**src/pkg/sbrio_defs.svh**
```systemverilog
// constants for the subroutine branch, return and port read execution block
`ifndef SBRIO_DEFS_SVH
`define SBRIO_DEFS_SVH
`define SBRIO_PERIODS_PER_CYCLE 2'd3
`define SBRIO_CYC_SHORT         2'd2
`define SBRIO_CYC_LONG          2'd3
`define SBRIO_MASK_ALWAYS       2'd3
`define SBRIO_IDX_REG           2'd3
`define SBRIO_CC_POS            2'b01
`define SBRIO_CC_ZERO           2'b00
`define SBRIO_CC_NEG            2'b10
`define SBRIO_SP_RESET          3'h0
`define SBRIO_II_RESET          1'b0
`define SBRIO_CC_RESET          2'b00
`define SBRIO_IAR_RESET         15'h0000
`define SBRIO_ADDR_MASK         15'h7fff
`define SBRIO_PAGE_MASK         15'h6000
`define SBRIO_OFS_MASK          15'h1fff
`endif

```
**src/pkg/sbrio_pkg.sv**
```systemverilog
// types for the subroutine branch, return and port read execution block
package sbrio_pkg;
  typedef enum logic [3:0] {
    SBRIO_OP_NONE        = 4'b0000,
    SBRIO_OP_CALL_FALSE  = 4'b0001,
    SBRIO_OP_CALL_NZ_REL = 4'b0010,
    SBRIO_OP_CALL_NZ_ABS = 4'b0011,
    SBRIO_OP_CALL_IDX    = 4'b0100,
    SBRIO_OP_RET_COND    = 4'b0101,
    SBRIO_OP_RET_IRQ     = 4'b0110,
    SBRIO_OP_RD_DATA     = 4'b0111,
    SBRIO_OP_RD_CTRL     = 4'b1000,
    SBRIO_OP_RD_EXT      = 4'b1001,
    SBRIO_OP_IRQ_CALL    = 4'b1010
  } sbrio_op_t;

  typedef enum logic [2:0] {
    SBRIO_ST_IDLE = 3'b000,
    SBRIO_ST_IND  = 3'b001,
    SBRIO_ST_IO   = 3'b010,
    SBRIO_ST_WAIT = 3'b011,
    SBRIO_ST_DONE = 3'b100
  } sbrio_state_t;
endpackage

```
**src/logic/sbrio_cycle_div.sv**
```systemverilog
// divider that marks the end of each three-period processor cycle
`timescale 1ns/1ps
`include "sbrio_defs.svh"
module sbrio_cycle_div (
  input  wire logic clk_in,
  input  wire logic arst_n_in,
  input  wire logic sync_in,
  output logic      cycle_end_out
);
  logic [1:0] cnt_r;
  logic [1:0] cnt_nxt;

  always_comb begin
    if (sync_in || cnt_r == `SBRIO_PERIODS_PER_CYCLE - 2'd1) begin
      cnt_nxt = 2'd0;
    end else begin
      cnt_nxt = cnt_r + 2'd1;
    end
  end

  always_ff @(posedge clk_in or negedge arst_n_in) begin
    if (!arst_n_in) begin
      cnt_r <= 2'd0;
    end else begin
      cnt_r <= cnt_nxt;
    end
  end

  assign cycle_end_out = !sync_in && (cnt_r == `SBRIO_PERIODS_PER_CYCLE - 2'd1);
endmodule

```
**src/logic/sbrio_exec.sv**
```systemverilog
// execution of subroutine calls, conditional returns and port reads
`timescale 1ns/1ps
`include "sbrio_defs.svh"
module sbrio_exec (
  input  wire logic                 clk_in,
  input  wire logic                 arst_n_in,
  input  wire logic                 start_in,
  input  wire sbrio_pkg::sbrio_op_t op_in,
  input  wire logic [1:0]           mask_in,
  input  wire logic [7:0]           reg_val_in,
  input  wire logic [7:0]           index_val_in,
  input  wire logic                 indirect_in,
  input  wire logic [14:0]          target_in,
  input  wire logic [14:0]          next_addr_in,
  input  wire logic [7:0]           second_byte_in,
  input  wire logic [14:0]          ind_addr_in,
  input  wire logic                 ind_valid_in,
  input  wire logic [7:0]           data_bus_in,
  output logic                      busy_out,
  output logic                      done_out,
  output logic [14:0]               instruction_address_out,
  output logic [2:0]                stack_pointer_out,
  output logic [1:0]                condition_code_out,
  output logic                      interrupt_inhibit_out,
  output logic [1:0]                index_sel_out,
  output logic                      reg_we_out,
  output logic [7:0]                reg_wdata_out,
  output logic                      ind_req_out,
  output logic [14:0]               ind_ptr_out,
  output logic                      operation_request_strobe_out,
  output logic                      mem_io_sel_out,
  output logic                      read_write_out,
  output logic                      data_control_out,
  output logic                      extended_select_out,
  output logic [7:0]                addr_bus_out
);
  // return address stack, eight entries of flip-flops indexed by the pointer
  logic [14:0]            ras_r [8];
  logic [14:0]            ras_nxt [8];
  logic [14:0]            iar_r, iar_nxt;
  logic [2:0]             sp_r, sp_nxt;
  logic [1:0]             cc_r, cc_nxt;
  logic                   ii_r, ii_nxt;
  logic [1:0]             cc_hold_r, cc_hold_nxt;
  sbrio_pkg::sbrio_op_t   op_r, op_nxt;
  logic [1:0]             mask_r, mask_nxt;
  logic [7:0]             rval_r, rval_nxt;
  logic [7:0]             xval_r, xval_nxt;
  logic                   ind_r, ind_nxt;
  logic [14:0]            tgt_r, tgt_nxt;
  logic [14:0]            ret_r, ret_nxt;
  logic [7:0]             sb_r, sb_nxt;
  logic [1:0]             cyc_r, cyc_nxt;
  sbrio_pkg::sbrio_state_t st_r, st_nxt;
  logic                   we_r, we_nxt;
  logic [7:0]             wd_r, wd_nxt;
  logic                   strobe_r, strobe_nxt;
  logic                   dc_r, dc_nxt;
  logic                   ext_r, ext_nxt;
  logic [7:0]             ab_r, ab_nxt;
  logic                   done_r, done_nxt;
  logic [7:0]             bus_s1_r, bus_s2_r;
  logic                   cyc_end;
  logic                   is_call, is_ret, is_read, taken;
  logic [1:0]             cyc_need;
  logic [14:0]            ea;
  logic [2:0]             sp_up;

  sbrio_cycle_div u_div (
    .clk_in        (clk_in),
    .arst_n_in     (arst_n_in),
    .sync_in       (start_in && st_r == sbrio_pkg::SBRIO_ST_IDLE),
    .cycle_end_out (cyc_end)
  );

  // data bus comes from the pins, so it is synchronised before use
  always_ff @(posedge clk_in or negedge arst_n_in) begin
    if (!arst_n_in) begin
      bus_s1_r <= 8'h00;
      bus_s2_r <= 8'h00;
    end else begin
      bus_s1_r <= data_bus_in;
      bus_s2_r <= bus_s1_r;
    end
  end

  always_comb begin
    is_call = op_r inside {sbrio_pkg::SBRIO_OP_CALL_FALSE, sbrio_pkg::SBRIO_OP_CALL_NZ_REL,
                           sbrio_pkg::SBRIO_OP_CALL_NZ_ABS, sbrio_pkg::SBRIO_OP_CALL_IDX,
                           sbrio_pkg::SBRIO_OP_IRQ_CALL};
    is_ret  = op_r inside {sbrio_pkg::SBRIO_OP_RET_COND, sbrio_pkg::SBRIO_OP_RET_IRQ};
    is_read = op_r inside {sbrio_pkg::SBRIO_OP_RD_DATA, sbrio_pkg::SBRIO_OP_RD_CTRL,
                           sbrio_pkg::SBRIO_OP_RD_EXT};
    case (op_r)
      sbrio_pkg::SBRIO_OP_CALL_FALSE:  taken = (mask_r != cc_hold_r);
      sbrio_pkg::SBRIO_OP_CALL_NZ_REL: taken = (rval_r != 8'h00);
      sbrio_pkg::SBRIO_OP_CALL_NZ_ABS: taken = (rval_r != 8'h00);
      sbrio_pkg::SBRIO_OP_CALL_IDX:    taken = 1'b1;
      sbrio_pkg::SBRIO_OP_IRQ_CALL:    taken = 1'b1;
      sbrio_pkg::SBRIO_OP_RET_COND,
      sbrio_pkg::SBRIO_OP_RET_IRQ:
        taken = (mask_r == `SBRIO_MASK_ALWAYS) || (mask_r == cc_hold_r);
      default:                         taken = 1'b0;
    endcase
    cyc_need = (op_r == sbrio_pkg::SBRIO_OP_RD_DATA || op_r == sbrio_pkg::SBRIO_OP_RD_CTRL)
             ? `SBRIO_CYC_SHORT : `SBRIO_CYC_LONG;
    // indexed call adds register 3 after any indirection
    if (op_r == sbrio_pkg::SBRIO_OP_CALL_IDX) begin
      ea = (tgt_r + {7'h00, xval_r}) & `SBRIO_ADDR_MASK;
    end else begin
      ea = tgt_r;
    end
    sp_up = sp_r + 3'd1;
  end

  always_comb begin
    st_nxt      = st_r;
    op_nxt      = op_r;
    mask_nxt    = mask_r;
    rval_nxt    = rval_r;
    xval_nxt    = xval_r;
    ind_nxt     = ind_r;
    tgt_nxt     = tgt_r;
    ret_nxt     = ret_r;
    sb_nxt      = sb_r;
    cyc_nxt     = cyc_r;
    cc_hold_nxt = cc_hold_r;
    iar_nxt     = iar_r;
    sp_nxt      = sp_r;
    cc_nxt      = cc_r;
    ii_nxt      = ii_r;
    we_nxt      = 1'b0;
    wd_nxt      = wd_r;
    strobe_nxt  = 1'b0;
    dc_nxt      = dc_r;
    ext_nxt     = ext_r;
    ab_nxt      = ab_r;
    done_nxt    = 1'b0;
    for (int i = 0; i < 8; i++) begin
      ras_nxt[i] = ras_r[i];
    end
    case (st_r)
      sbrio_pkg::SBRIO_ST_IDLE: begin
        if (start_in) begin
          // a false call with mask 3 is the indexed unconditional call
          if (op_in == sbrio_pkg::SBRIO_OP_CALL_FALSE && mask_in == `SBRIO_MASK_ALWAYS) begin
            op_nxt = sbrio_pkg::SBRIO_OP_CALL_IDX;
          end else begin
            op_nxt = op_in;
          end
          mask_nxt    = mask_in;
          rval_nxt    = reg_val_in;
          xval_nxt    = index_val_in;
          ind_nxt     = indirect_in;
          tgt_nxt     = target_in;
          ret_nxt     = next_addr_in;
          sb_nxt      = second_byte_in;
          cc_hold_nxt = cc_r;
          cyc_nxt     = 2'd0;
          st_nxt      = sbrio_pkg::SBRIO_ST_WAIT;
        end
      end
      sbrio_pkg::SBRIO_ST_WAIT: begin
        if (cyc_end) begin
          cyc_nxt = cyc_r + 2'd1;
          if (cyc_r == 2'd0) begin
            if (is_call && ind_r && taken) begin
              st_nxt = sbrio_pkg::SBRIO_ST_IND;
            end else if (is_read) begin
              // strobe rises with the io cycle so the two-flop bus copy is valid at its end
              st_nxt     = sbrio_pkg::SBRIO_ST_IO;
              strobe_nxt = 1'b1;
              dc_nxt     = (op_r != sbrio_pkg::SBRIO_OP_RD_CTRL);
              ext_nxt    = (op_r == sbrio_pkg::SBRIO_OP_RD_EXT);
              ab_nxt     = (op_r == sbrio_pkg::SBRIO_OP_RD_EXT) ? sb_r : 8'h00;
            end
          end else if (cyc_r == cyc_need - 2'd1) begin
            st_nxt = sbrio_pkg::SBRIO_ST_DONE;
          end
        end
      end
      sbrio_pkg::SBRIO_ST_IND: begin
        // stay until memory returns the indirect address; cycle count stretches
        if (ind_valid_in) begin
          tgt_nxt = ind_addr_in & `SBRIO_ADDR_MASK;
          ind_nxt = 1'b0;
          st_nxt  = sbrio_pkg::SBRIO_ST_WAIT;
        end
      end
      sbrio_pkg::SBRIO_ST_IO: begin
        strobe_nxt = 1'b1;
        dc_nxt     = (op_r != sbrio_pkg::SBRIO_OP_RD_CTRL);
        ext_nxt    = (op_r == sbrio_pkg::SBRIO_OP_RD_EXT);
        ab_nxt     = (op_r == sbrio_pkg::SBRIO_OP_RD_EXT) ? sb_r : 8'h00;
        if (cyc_end) begin
          strobe_nxt = 1'b0;
          cyc_nxt    = cyc_r + 2'd1;
          we_nxt     = 1'b1;
          wd_nxt     = bus_s2_r;
          if (bus_s2_r == 8'h00) begin
            cc_nxt = `SBRIO_CC_ZERO;
          end else if (bus_s2_r[7]) begin
            cc_nxt = `SBRIO_CC_NEG;
          end else begin
            cc_nxt = `SBRIO_CC_POS;
          end
          st_nxt = (cyc_r == cyc_need - 2'd1) ? sbrio_pkg::SBRIO_ST_DONE
                                             : sbrio_pkg::SBRIO_ST_WAIT;
        end
      end
      sbrio_pkg::SBRIO_ST_DONE: begin
        done_nxt = 1'b1;
        st_nxt   = sbrio_pkg::SBRIO_ST_IDLE;
        if (is_call && taken) begin
          sp_nxt          = sp_up;
          ras_nxt[sp_up]  = ret_r;
          iar_nxt         = ea;
          if (op_r == sbrio_pkg::SBRIO_OP_IRQ_CALL) begin
            ii_nxt = 1'b1;
          end
        end else if (is_ret && taken) begin
          iar_nxt = ras_r[sp_r];
          sp_nxt  = sp_r - 3'd1;
          if (op_r == sbrio_pkg::SBRIO_OP_RET_IRQ) begin
            ii_nxt = 1'b0;
          end
        end else begin
          iar_nxt = ret_r;
        end
      end
      default: st_nxt = sbrio_pkg::SBRIO_ST_IDLE;
    endcase
  end

  always_ff @(posedge clk_in or negedge arst_n_in) begin
    if (!arst_n_in) begin
      st_r      <= sbrio_pkg::SBRIO_ST_IDLE;
      op_r      <= sbrio_pkg::SBRIO_OP_NONE;
      mask_r    <= 2'b00;
      rval_r    <= 8'h00;
      xval_r    <= 8'h00;
      ind_r     <= 1'b0;
      tgt_r     <= `SBRIO_IAR_RESET;
      ret_r     <= `SBRIO_IAR_RESET;
      sb_r      <= 8'h00;
      cyc_r     <= 2'd0;
      cc_hold_r <= `SBRIO_CC_RESET;
      iar_r     <= `SBRIO_IAR_RESET;
      sp_r      <= `SBRIO_SP_RESET;
      cc_r      <= `SBRIO_CC_RESET;
      ii_r      <= `SBRIO_II_RESET;
      we_r      <= 1'b0;
      wd_r      <= 8'h00;
      strobe_r  <= 1'b0;
      dc_r      <= 1'b1;
      ext_r     <= 1'b0;
      ab_r      <= 8'h00;
      done_r    <= 1'b0;
      for (int i = 0; i < 8; i++) begin
        ras_r[i] <= `SBRIO_IAR_RESET;
      end
    end else begin
      st_r      <= st_nxt;
      op_r      <= op_nxt;
      mask_r    <= mask_nxt;
      rval_r    <= rval_nxt;
      xval_r    <= xval_nxt;
      ind_r     <= ind_nxt;
      tgt_r     <= tgt_nxt;
      ret_r     <= ret_nxt;
      sb_r      <= sb_nxt;
      cyc_r     <= cyc_nxt;
      cc_hold_r <= cc_hold_nxt;
      iar_r     <= iar_nxt;
      sp_r      <= sp_nxt;
      cc_r      <= cc_nxt;
      ii_r      <= ii_nxt;
      we_r      <= we_nxt;
      wd_r      <= wd_nxt;
      strobe_r  <= strobe_nxt;
      dc_r      <= dc_nxt;
      ext_r     <= ext_nxt;
      ab_r      <= ab_nxt;
      done_r    <= done_nxt;
      for (int i = 0; i < 8; i++) begin
        ras_r[i] <= ras_nxt[i];
      end
    end
  end

  assign busy_out                     = (st_r != sbrio_pkg::SBRIO_ST_IDLE);
  assign done_out                     = done_r;
  assign instruction_address_out      = iar_r;
  assign stack_pointer_out            = sp_r;
  assign condition_code_out           = cc_r;
  assign interrupt_inhibit_out        = ii_r;
  assign index_sel_out                = `SBRIO_IDX_REG;
  assign reg_we_out                   = we_r;
  assign reg_wdata_out                = wd_r;
  assign ind_req_out                  = (st_r == sbrio_pkg::SBRIO_ST_IND);
  assign ind_ptr_out                  = tgt_r;
  assign operation_request_strobe_out = strobe_r;
  // while strobing a read, memory/io selects io and read/write selects read
  assign mem_io_sel_out               = !strobe_r;
  assign read_write_out               = !strobe_r;
  assign data_control_out             = dc_r;
  assign extended_select_out          = ext_r;
  assign addr_bus_out                 = ab_r;
endmodule

```
**config.mk**
```make
export PLATFORM = sky130hd
export DESIGN_NAME = sbrio_exec
export DESIGN_NICKNAME = d
export VERILOG_FILES = /design/src/pkg/sbrio_pkg.sv /design/src/logic/sbrio_cycle_div.sv /design/src/logic/sbrio_exec.sv
export VERILOG_INCLUDE_DIRS = /design/src /design/src/pkg
export SDC_FILE = /design/constraint.sdc
export NUM_CORES = 1
export LEC_CHECK = 0
export BUFFER_PORTS_ARGS = -buffer_cell sky130_fd_sc_hd__buf_2
export CAP_MARGIN = 10
export CORE_ASPECT_RATIO = 0.7
export CORE_MARGIN = 2
export CORE_UTILIZATION = 35
export CTS_BUF_LIST = sky130_fd_sc_hd__clkbuf_4
export DETAILED_ROUTE_END_ITERATION = 7
export SLEW_MARGIN = 10
export SYNTH_ARGS = -nofsm -noshare
export SYNTH_HDL_FRONTEND = slang
export SYNTH_SLANG_ARGS = --single-unit
```
**constraint.sdc**
```tcl
create_clock -name clk_in -period 6.6 [get_ports clk_in]
set_input_delay 0 -clock clk_in [delete_from_list [all_inputs] [get_ports clk_in]]
set_output_delay 0 -clock clk_in [all_outputs]
set_load 0.1 [all_outputs]
```
==> results of run 1 <==
[flip-flops by register name (all words and copies together) (netlist names), 2 cells and up]
name	count
xval_r	8
ind_ptr_out	15
sb_r	8
u_div.cnt_r	2
instruction_address_out	15
reg_wdata_out	8
ras_r	120
condition_code_out	2
st_r	3
cc_hold_r	2
bus_s1_r	8
mask_r	2
rval_r	8
addr_bus_out	8
bus_s2_r	8
op_r	4
cyc_r	2
ret_r	15
stack_pointer_out	3
[report_power, final]
part,internal [mW],switching [mW],leakage [nW]
clock,0.786,0.655,0.525
combinational,1.12,2.10,3.80
sequential,1.89,0.509,3.27
[worst max-delay path: cells and delay by family, from the launching register on]
kind	cells	cell delay, ps
and+or+nand+nor	1	970
muxes	1	420
DFF	1	860
buffers and inverters	1	500
adders and majority gates	1	540
[layout by cell type (no fill, tap or decap), types with 10 or more instances in the layout]
cell,instances
a211oi_1,11
mux2_4,20
mux2i_1,25
buf_2,147
o21ai_0,35
ha_1,12
clkbuf_4,103
nand2_1,192
dfrtp_1,245
xor2_1,12
inv_1,16
a21oi_1,24
mux2_2,108
nor3_1,10
nor2_1,24
mux4_2,30
a22o_1,11
dlygate4sd3_1,200
nand3_1,11
[metal layers]
| layer | wire, um | track usage |
|---|---|---|
| met1 | 15500 | 0.267 |
| met5 | 0 | 0 |
| met3 | 1840 | 0.0493 |
| met2 | 14400 | 0.290 |
| met4 | 510 | 0.0547 |
[cell type report]
class | instances | share of cell area
Tap cell | 427 | 0.0344
Inverter | 17 | 0.00411
Clock buffer | 103 | 0.0498
Sequential cell | 248 | 0.400
Antenna cell | 3 | 0.000483
Clock inverter | 14 | 0.00709
Multi-Input combinational cell | 632 | 0.320
Timing Repair Buffer | 359 | 0.185
[final timing paths]
kind	startpoint	slack [ps]	endpoint	depth (start not counted)
hold reg to reg	bus_s1_r[3]	350	bus_s2_r[3]	0
max in group asynchronous	arst_n_in	5250	stack_pointer_out[2]	4
setup reg to reg	stack_pointer_out[1]	3130	ras_r[46]	4
min in group asynchronous	arst_n_in	400	addr_bus_out[6]	4
setup / recovery	stack_pointer_out[1]	3130	ras_r[46]	4
hold / removal	index_val_in[1]	70	xval_r[1]	4
[metrics by stage]
stage / hold slack (ps) / total power, mW / utilization / cell area, um2
6_report: 72.1 / 7.06 / 0.479 / 15500
5_1_grt: 51.2 / 7.48 / 0.479 / 15500
4_1_cts: 11.1 / 7.07 / 0.479 / 15500
3_5_place_dp: 30.3 / 5.21 / 0.389 / 12600
3_3_place_gp: 21.6 / 5.17 / 0.389 / 12600
2_1_floorplan: -296 / 4.53 / - / 11600
[cells by family after synthesis]
| group | after synthesis |
|---|---|
| xor gates and xnor gates | 18 |
| muxes | 183 |
| AOI/OAI and AO/OA | 134 |
| and+or+nand+nor | 282 |
| buffers and inverters | 93 |
| DFF | 248 |
| adders and majority gates | 13 |
| other | 1 |
==> reports/metrics.csv, run 1 <==
metric,value,unit
status,completed,
CP max FO,18,
Critical Path RT,7190,ps
DIE WIDTH,221,um
complex-gate fraction of the synthesized area,0.0783,
Final Max Tran Viols,0,
pin count of the biggest net entering global routing,171,
# rows,55,
antenna violations before repair,2,
Synth Area in Adders,0.0147,
remaining antenna violation count,0,
most frequent cell after synthesis,dfrtp_1,
CTS clock-pin slew for the worst setup and hold paths,60,ps
Rel. slew slack,0.351,
xor and xnor area share after synthesis,0.0136,
layout cells sized above 1,0.328,
count of cell types in the netlist,64,
CP Capture Type,flop,
Peak Freq,289,MHz
RSZ-0062 raised after global routing,false,
"flops & latches, synth",248,
initial DRC count,510,
cell area after synthesis,11600,um2
Critical Path AT,4060,ps
Syn. warnings,0,
Critical Path Source Type,flop,
number of synthesized flops with an enable pin,0,
CP max stage delay,970,ps
Num Clock Sinks,248,
Worst VDD drop,0.459,mV
"Worst Setup Slack, final",3130,ps
Final Skew,60.7,ps
largest family of logic cells by synthesized area,multiplexers,
IO Pins,151,
area of the multi-input gates,4970,um2
die area,34500,um2
Die Ht,156,um
Worst Tran Pin Value,973,ps
GP Congestion,0.838,
CP Class,flop to flop,
Synth top area share,0.535,
period utilisation layout,0.525,
vias per cell,4.95,
WL/cell,17.9,um
Setup Viol. Count Final,0,
main flop type after synthesis,dfrtp_1,
DR pass1 iterations,5,
post-synthesis mux area share,0.211,
Tot GR Track Use,0.190,
Power Dens Cells,454,nW/um2
min Tclk post-route,3470,ps
area of the core,32400,um2
vias in the first global route,9160,
CTS resizes,0,
total negative slack,0,ps
post-synthesis simple-gate area fraction,0.109,
dpl cells,1482,
Max Buffers Root-to-Sink,3,
total CTS buffers,67,
Max Cap Viol,0,
first-pass GRT wire length,51.1,mm
grt ovf,0,
Syn-to-layout area delta,34.4,%
clk_lat worst skew,760,ps
"Cell Chain, Critical Path","inv_1, ha_1, or4_1, mux2_2",
number of buffers added on ports,148,
CTS root buf,clkbuf_4,
# nets final,1426,
# fillers,2926,
final hold violations,0,
syn avg cell area,11.9,um2
Vias,8932,
H-tree depth,3,
leakage power,7.59,nW
Finished Layout Cells,1803,
Yosys top cell by area,dfrtp_1,
top area cells in the synthesized netlist,"dfrtp_1 53%, mux2_2 11%, nand2_1 6.3%",
Initial Util,0.357,
Cells after Synth,972,
"top cells by count, synth","247 x dfrtp_1, 193 x nand2_1, 108 x mux2_2",
CTS tree,done,
CP max stage cell,or4_1,
sequential area share after synthesis,0.537,
hpwl dp,19.6,mm
Place WS,3180,ps
Reg area,6210,um2
worst hold-check path type,primary input to flop,
postcts setup bufs,0,
# DRC,0,
Async SR Flop Fraction,1.00,
CTS Hold Bufs,201,
final wirelength,32.3,mm
No activity file was read; power rests on OpenSTA's default activity.
==> inputs of run 2 (changes only) <==
==> constraint.sdc (replaced) <==
create_clock -name clk_in -period 3.4 [get_ports clk_in]
set_input_delay 0 -clock clk_in [delete_from_list [all_inputs] [get_ports clk_in]]
set_output_delay 0 -clock clk_in [all_outputs]
set_load 0.1 [all_outputs]
==> run 2 against run 1 <==
  * Non-clock buffer count rose by 3
  * First-iteration DRC count rose by 4.1%
  * Global-route usage barely moved
  * Register-to-register slack got worse by 2700 ps
  * Wire length fell by 0.85%
  * Combinational power rose by 96%
  * Count of clock-buffer cells in the layout fell by 16
  * Clock power rose by 74%
  * Design area fell by 0.81%
  * Largest power group unchanged
  * Highest routed layer unchanged
==> reports/metrics.csv, run 2 (synthesis results as in run 1) <==
metric,value,unit
status,completed,
die area,34500,um2
cell area after layout,15400,um2
Max Cap Viol,0,
Peak Freq,333,MHz
max reg flops,120,
leakage power,7.53,nW
layout cells sized above 1,0.332,
flop-to-flop setup slack,390,ps
WL/cell,17.8,um
RSZ-0062 raised after global routing,false,
IO Pins,151,
CTS root buf,clkbuf_4,
worst hold-check path type,primary input to flop,
Worst Tran Pin Value,839,ps
vias in the first global route,9383,
area of the core,32400,um2
Final Skew,36.1,ps
Critical Path Source Type,flop,
Vias,8921,
DIE WIDTH,221,um
Tot GR Track Use,0.190,
CP Capture Type,flop,
grt ovf,0,
hpwl dp,20.8,mm
FF-to-FF path depth,6,
first-pass GRT wire length,52.0,mm
period utilisation layout,0.885,
Die Ht,156,um
clk_lat worst skew,730,ps
CP max FO,15,
antenna violations before repair,1,
Biggest register,ras_r,
CP max stage cell,or4_4,
Hold Path Sink,op_r[1],
total negative slack,0,ps
final wirelength,32.0,mm
# fillers,2964,
DR pass1 iterations,4,
Initial Util,0.357,
hold path cells,4,
WHS,99.4,ps
Syn-to-layout area delta,33.3,%
Critical R2R Capture,ras_r[43],
initial DRC count,531,
pin count of the biggest net entering global routing,71,
H-tree depth,2,
Setup Viol. Count Final,0,
GP Congestion,0.826,
area of the multi-input gates,4960,um2
Final Max Tran Viols,0,
Reg area,6210,um2
# DRC,0,
CP Class,flop to flop,
Critical Path RT,4000,ps
Num Clock Sinks,248,
Final Power,13.3,mW
"Worst Setup Slack, final",393,ps
total CTS buffers,61,
Critical R2R Launch,op_r[1],
vias per cell,4.96,
"commonest non-fill, non-tap cell in the layout",dfrtp_1,
CTS clock-pin slew for the worst setup and hold paths,70,ps
Power Dens Cells,866,nW/um2
min Tclk post-route,3010,ps
"Cell Chain, Critical Path","inv_2, a2111oi_0, or3_1, nand2_2, or4_4, mux2_4",
Place WS,392,ps
number of buffers added on ports,148,
Max Buffers Root-to-Sink,3,
CTS tree,done,
# rows,55,
postcts setup bufs,0,
Worst VDD drop,0.740,mV
CP max stage delay,730,ps
"Cell Area, Placed",12800,um2
Rel. slew slack,0.438,
worst hold start,op_in[1],
remaining antenna violation count,0,
"leading cell types in the layout, fill and taps excluded","245 x dfrtp_1, 192 x nand2_1, 183 x dlygate4sd3_1",
Critical Path AT,3610,ps
# nets final,1423,
final hold violations,0,
CTS resizes,0,
-- run 2: cell count changes in the layout (fill, tap and decap cells not counted), moves of 2 or more --
cell | before | now
buf_4 | 9 | 28
dlygate4sd3_1 | 200 | 183
clkbuf_4 | 103 | 87
clkinv_1 | 9 | 20
clkinv_2 | 1 | 3
diode_2 | 3 | 1
-- run 2: what timing repair did --
action | in CTS | in global routing
setup endpoints to repair | 0 | 0
hold endpoints to repair | 192 | 0
hold buffers | 184 | 0
-- run 2: cell type report --
cell class	instances	share of cell area
clock buffer	87	0.0424
antenna	1	0.000162
inverter	17	0.00414
multi-input combinational	632	0.322
sequential	248	0.403
timing repair buffer	362	0.186
tap	427	0.0347
clock inverter	25	0.00804
-- run 2: stage by stage --
step / util / instances
2_1_floorplan: - / 973
3_3_place_gp: 0.394 / 1502
3_5_place_dp: 0.394 / 1502
4_1_cts: 0.475 / 1798
5_1_grt: 0.476 / 1799
6_report: 0.476 / 1799
-- run 2: per-layer routing --
layer,track usage,part of all wire
met2,0.287,0.44
met4,0.0588,0.020
met3,0.0488,0.058
met1,0.268,0.48
met5,0,0
-- run 2: worst max path at each step --
stage	startpoint	to	slack, ps	cells after the start
detailed placement	op_r[1]	ras_r[43]	390	6
global placement	op_r[1]	ras_r[94]	460	6
floorplan	stack_pointer_out[1]	ras_r[20]	40	9
CTS	op_r[1]	ras_r[40]	390	6
global route	op_r[1]	ras_r[14]	110	7
finish	op_r[1]	ras_r[43]	390	6
-- run 2: critical path: cells and delay by family (launching register included) --
| kind | cells | cell delay, ps |
|---|---|---|
| mux | 1 | 360 |
| simple gates | 3 | 1230 |
| compound gates | 1 | 630 |
| buf+inv | 1 | 120 |
| flops | 1 | 550 |
-- run 2: power breakdown --
part | switching, mW | internal, mW | leakage, nW
Sequential | 0.874 | 3.67 | 3.27
Clock | 1.25 | 1.26 | 0.462
Combinational | 4.20 | 2.10 | 3.79
Total | 6.32 | 7.03 | 7.53
==> inputs of run 3 (changes only) <==
--- a/config.mk
+++ b/config.mk
@@ -10,7 +10,7 @@
 export CAP_MARGIN = 10
 export CORE_ASPECT_RATIO = 0.7
 export CORE_MARGIN = 2
-export CORE_UTILIZATION = 35
+export CORE_UTILIZATION = 28
 export CTS_BUF_LIST = sky130_fd_sc_hd__clkbuf_4
 export DETAILED_ROUTE_END_ITERATION = 7
 export SLEW_MARGIN = 10
==> run 3 against run 2 <==
  * Sequential cell count did not move
  * Global-route usage fell by 3.1 points
  * Via count rose by 0.24%
  * Utilization fell by 9.4 points
  * Combinational power fell by 0.6%
  * Sequential power fell by 1%
  * Critical path depth did not move
  * Count of clock-buffer cells in the layout rose by 13
  * First-iteration DRC count rose by 12%
  * Die area rose by 24%
  * Clock power rose by 13%
  * Non-clock buffer count fell by 6
  * Largest power group unchanged
==> reports/metrics.csv, run 3 (synthesis results as in run 1) <==
metric,value,unit
status,completed,
Final Max Tran Viols,0,
grt ovf,0,
Rel. slew slack,0.457,
CP max FO,15,
Worst Setup SP,op_r[1],
final hold violations,0,
H-tree depth,3,
postcts setup bufs,0,
Setup Viol. Count Final,0,
dpl cells,1620,
initial DRC count,593,
Num Clock Sinks,248,
vias per cell,4.68,
CTS tree,done,
# rows,62,
"commonest non-fill, non-tap cell in the layout",dfrtp_1,
first-pass GRT wire length,52.9,mm
CTS clock-pin slew for the worst setup and hold paths,70,ps
WL/cell,17.4,um
DIE WIDTH,247,um
# nets final,1422,
Worst Tran Pin Value,793,ps
IO Pins,151,
area of the core,40900,um2
antenna violations before repair,2,
FF-to-FF path depth,6,
number of buffers added on ports,148,
Final Skew,55.1,ps
Critical Path Source Type,flop,
CP max stage cell,or4_4,
GP Congestion,0.847,
Power Dens Cells,870,nW/um2
CP max stage delay,740,ps
hpwl dp,21.3,mm
Vias,8942,
Max Cap Viol,0,
CTS root buf,clkbuf_4,
vias in the first global route,9410,
# DRC,0,
Die Ht,174,um
cell area after layout,15600,um2
"leading cell types in the layout, fill and taps excluded","245 x dfrtp_1, 192 x nand2_1, 176 x dlygate4sd3_1",
Initial Util,0.283,
Tot GR Track Use,0.159,
"Cell Area, Placed",12900,um2
"Worst Setup Slack, final",283,ps
Max Buffers Root-to-Sink,3,
pin count of the biggest net entering global routing,100,
Finished Layout Cells,1910,
worst hold-check path type,primary input to flop,
"Cell Chain, Critical Path","inv_2, a2111oi_0, or3_1, nand2_2, or4_4, mux2_4",
total CTS buffers,66,
layout cells sized above 1,0.345,
flop-to-flop setup slack,280,ps
min Tclk post-route,3120,ps
critical path endpoint,ras_r[103],
Critical Path RT,3990,ps
total negative slack,0,ps
CTS resizes,0,
remaining antenna violation count,0,
Critical R2R Launch,op_r[1],
max reg flops,120,
RSZ-0062 raised after global routing,false,
WHS,50.6,ps
Critical R2R Capture,ras_r[103],
period utilisation layout,0.917,
# fillers,3990,
CP Capture Type,flop,
CP Class,flop to flop,
Syn-to-layout area delta,34.9,%
clk_lat worst skew,750,ps
Biggest register,ras_r,
DR pass1 iterations,5,
Peak Freq,321,MHz
leakage power,7.53,nW
die area,42900,um2
Place WS,337,ps
Critical Path AT,3700,ps
Final Power,13.6,mW
final wirelength,33.2,mm
Worst VDD drop,0.744,mV
final cell utilization of the core,0.381,
[run 3: area by class of cell]
type | count | area [um2] | area share
antenna | 2 | 5.00 | 0.000321
clock buffer | 100 | 751 | 0.0481
clock inverter | 11 | 120 | 0.00770
inverter | 17 | 63.8 | 0.00409
multi-input combinational | 632 | 4960 | 0.318
sequential | 248 | 6210 | 0.398
tap | 544 | 681 | 0.0437
timing repair buffer | 356 | 2800 | 0.179
[run 3: worst min-delay path by stage]
stage / from / end / slack, ps / cells past startpoint
finish: next_addr_in[5] / ret_r[5] / 50 / 4
global route: next_addr_in[3] / ret_r[3] / 20 / 4
CTS: next_addr_in[5] / ret_r[5] / 3 / 4
detailed placement: arst_n_in / sb_r[6] / 110 / 1
global placement: arst_n_in / addr_bus_out[0] / 90 / 1
floorplan: arst_n_in / addr_bus_out[0] / -300 / 0
[run 3: per-layer routing]
| layer | global-route usage | vias to the layer above | part of all wire |
|---|---|---|---|
| met5 | 0 | - | 0 |
| met3 | 0.0333 | 46 | 0.050 |
| met4 | 0.0464 | 0 | 0.017 |
| met2 | 0.248 | 226 | 0.46 |
| li1 | - | 4153 | - |
| met1 | 0.222 | 4517 | 0.48 |
[run 3: worst max-delay path: cells and delay by family, from the launching register on]
kind                   cells  cell delay (ps)
DFF                        1              550
and+or+nand+nor            3             1230
buffers and inverters      1              120
muxes                      1              350
AOI/OAI and AO/OA          1              720
[run 3: report_power, final]
part	leakage, nW	internal (mW)	switching [mW]
clock network	0.526	1.56	1.26
registers	3.27	3.67	0.816
logic	3.73	2.04	4.22
[run 3: repair_timing]
action / in CTS / in global routing
endpoints found under the setup margin: 0 / 0
hold endpoints to repair: 321 / 0
hold buffers: 177 / 0
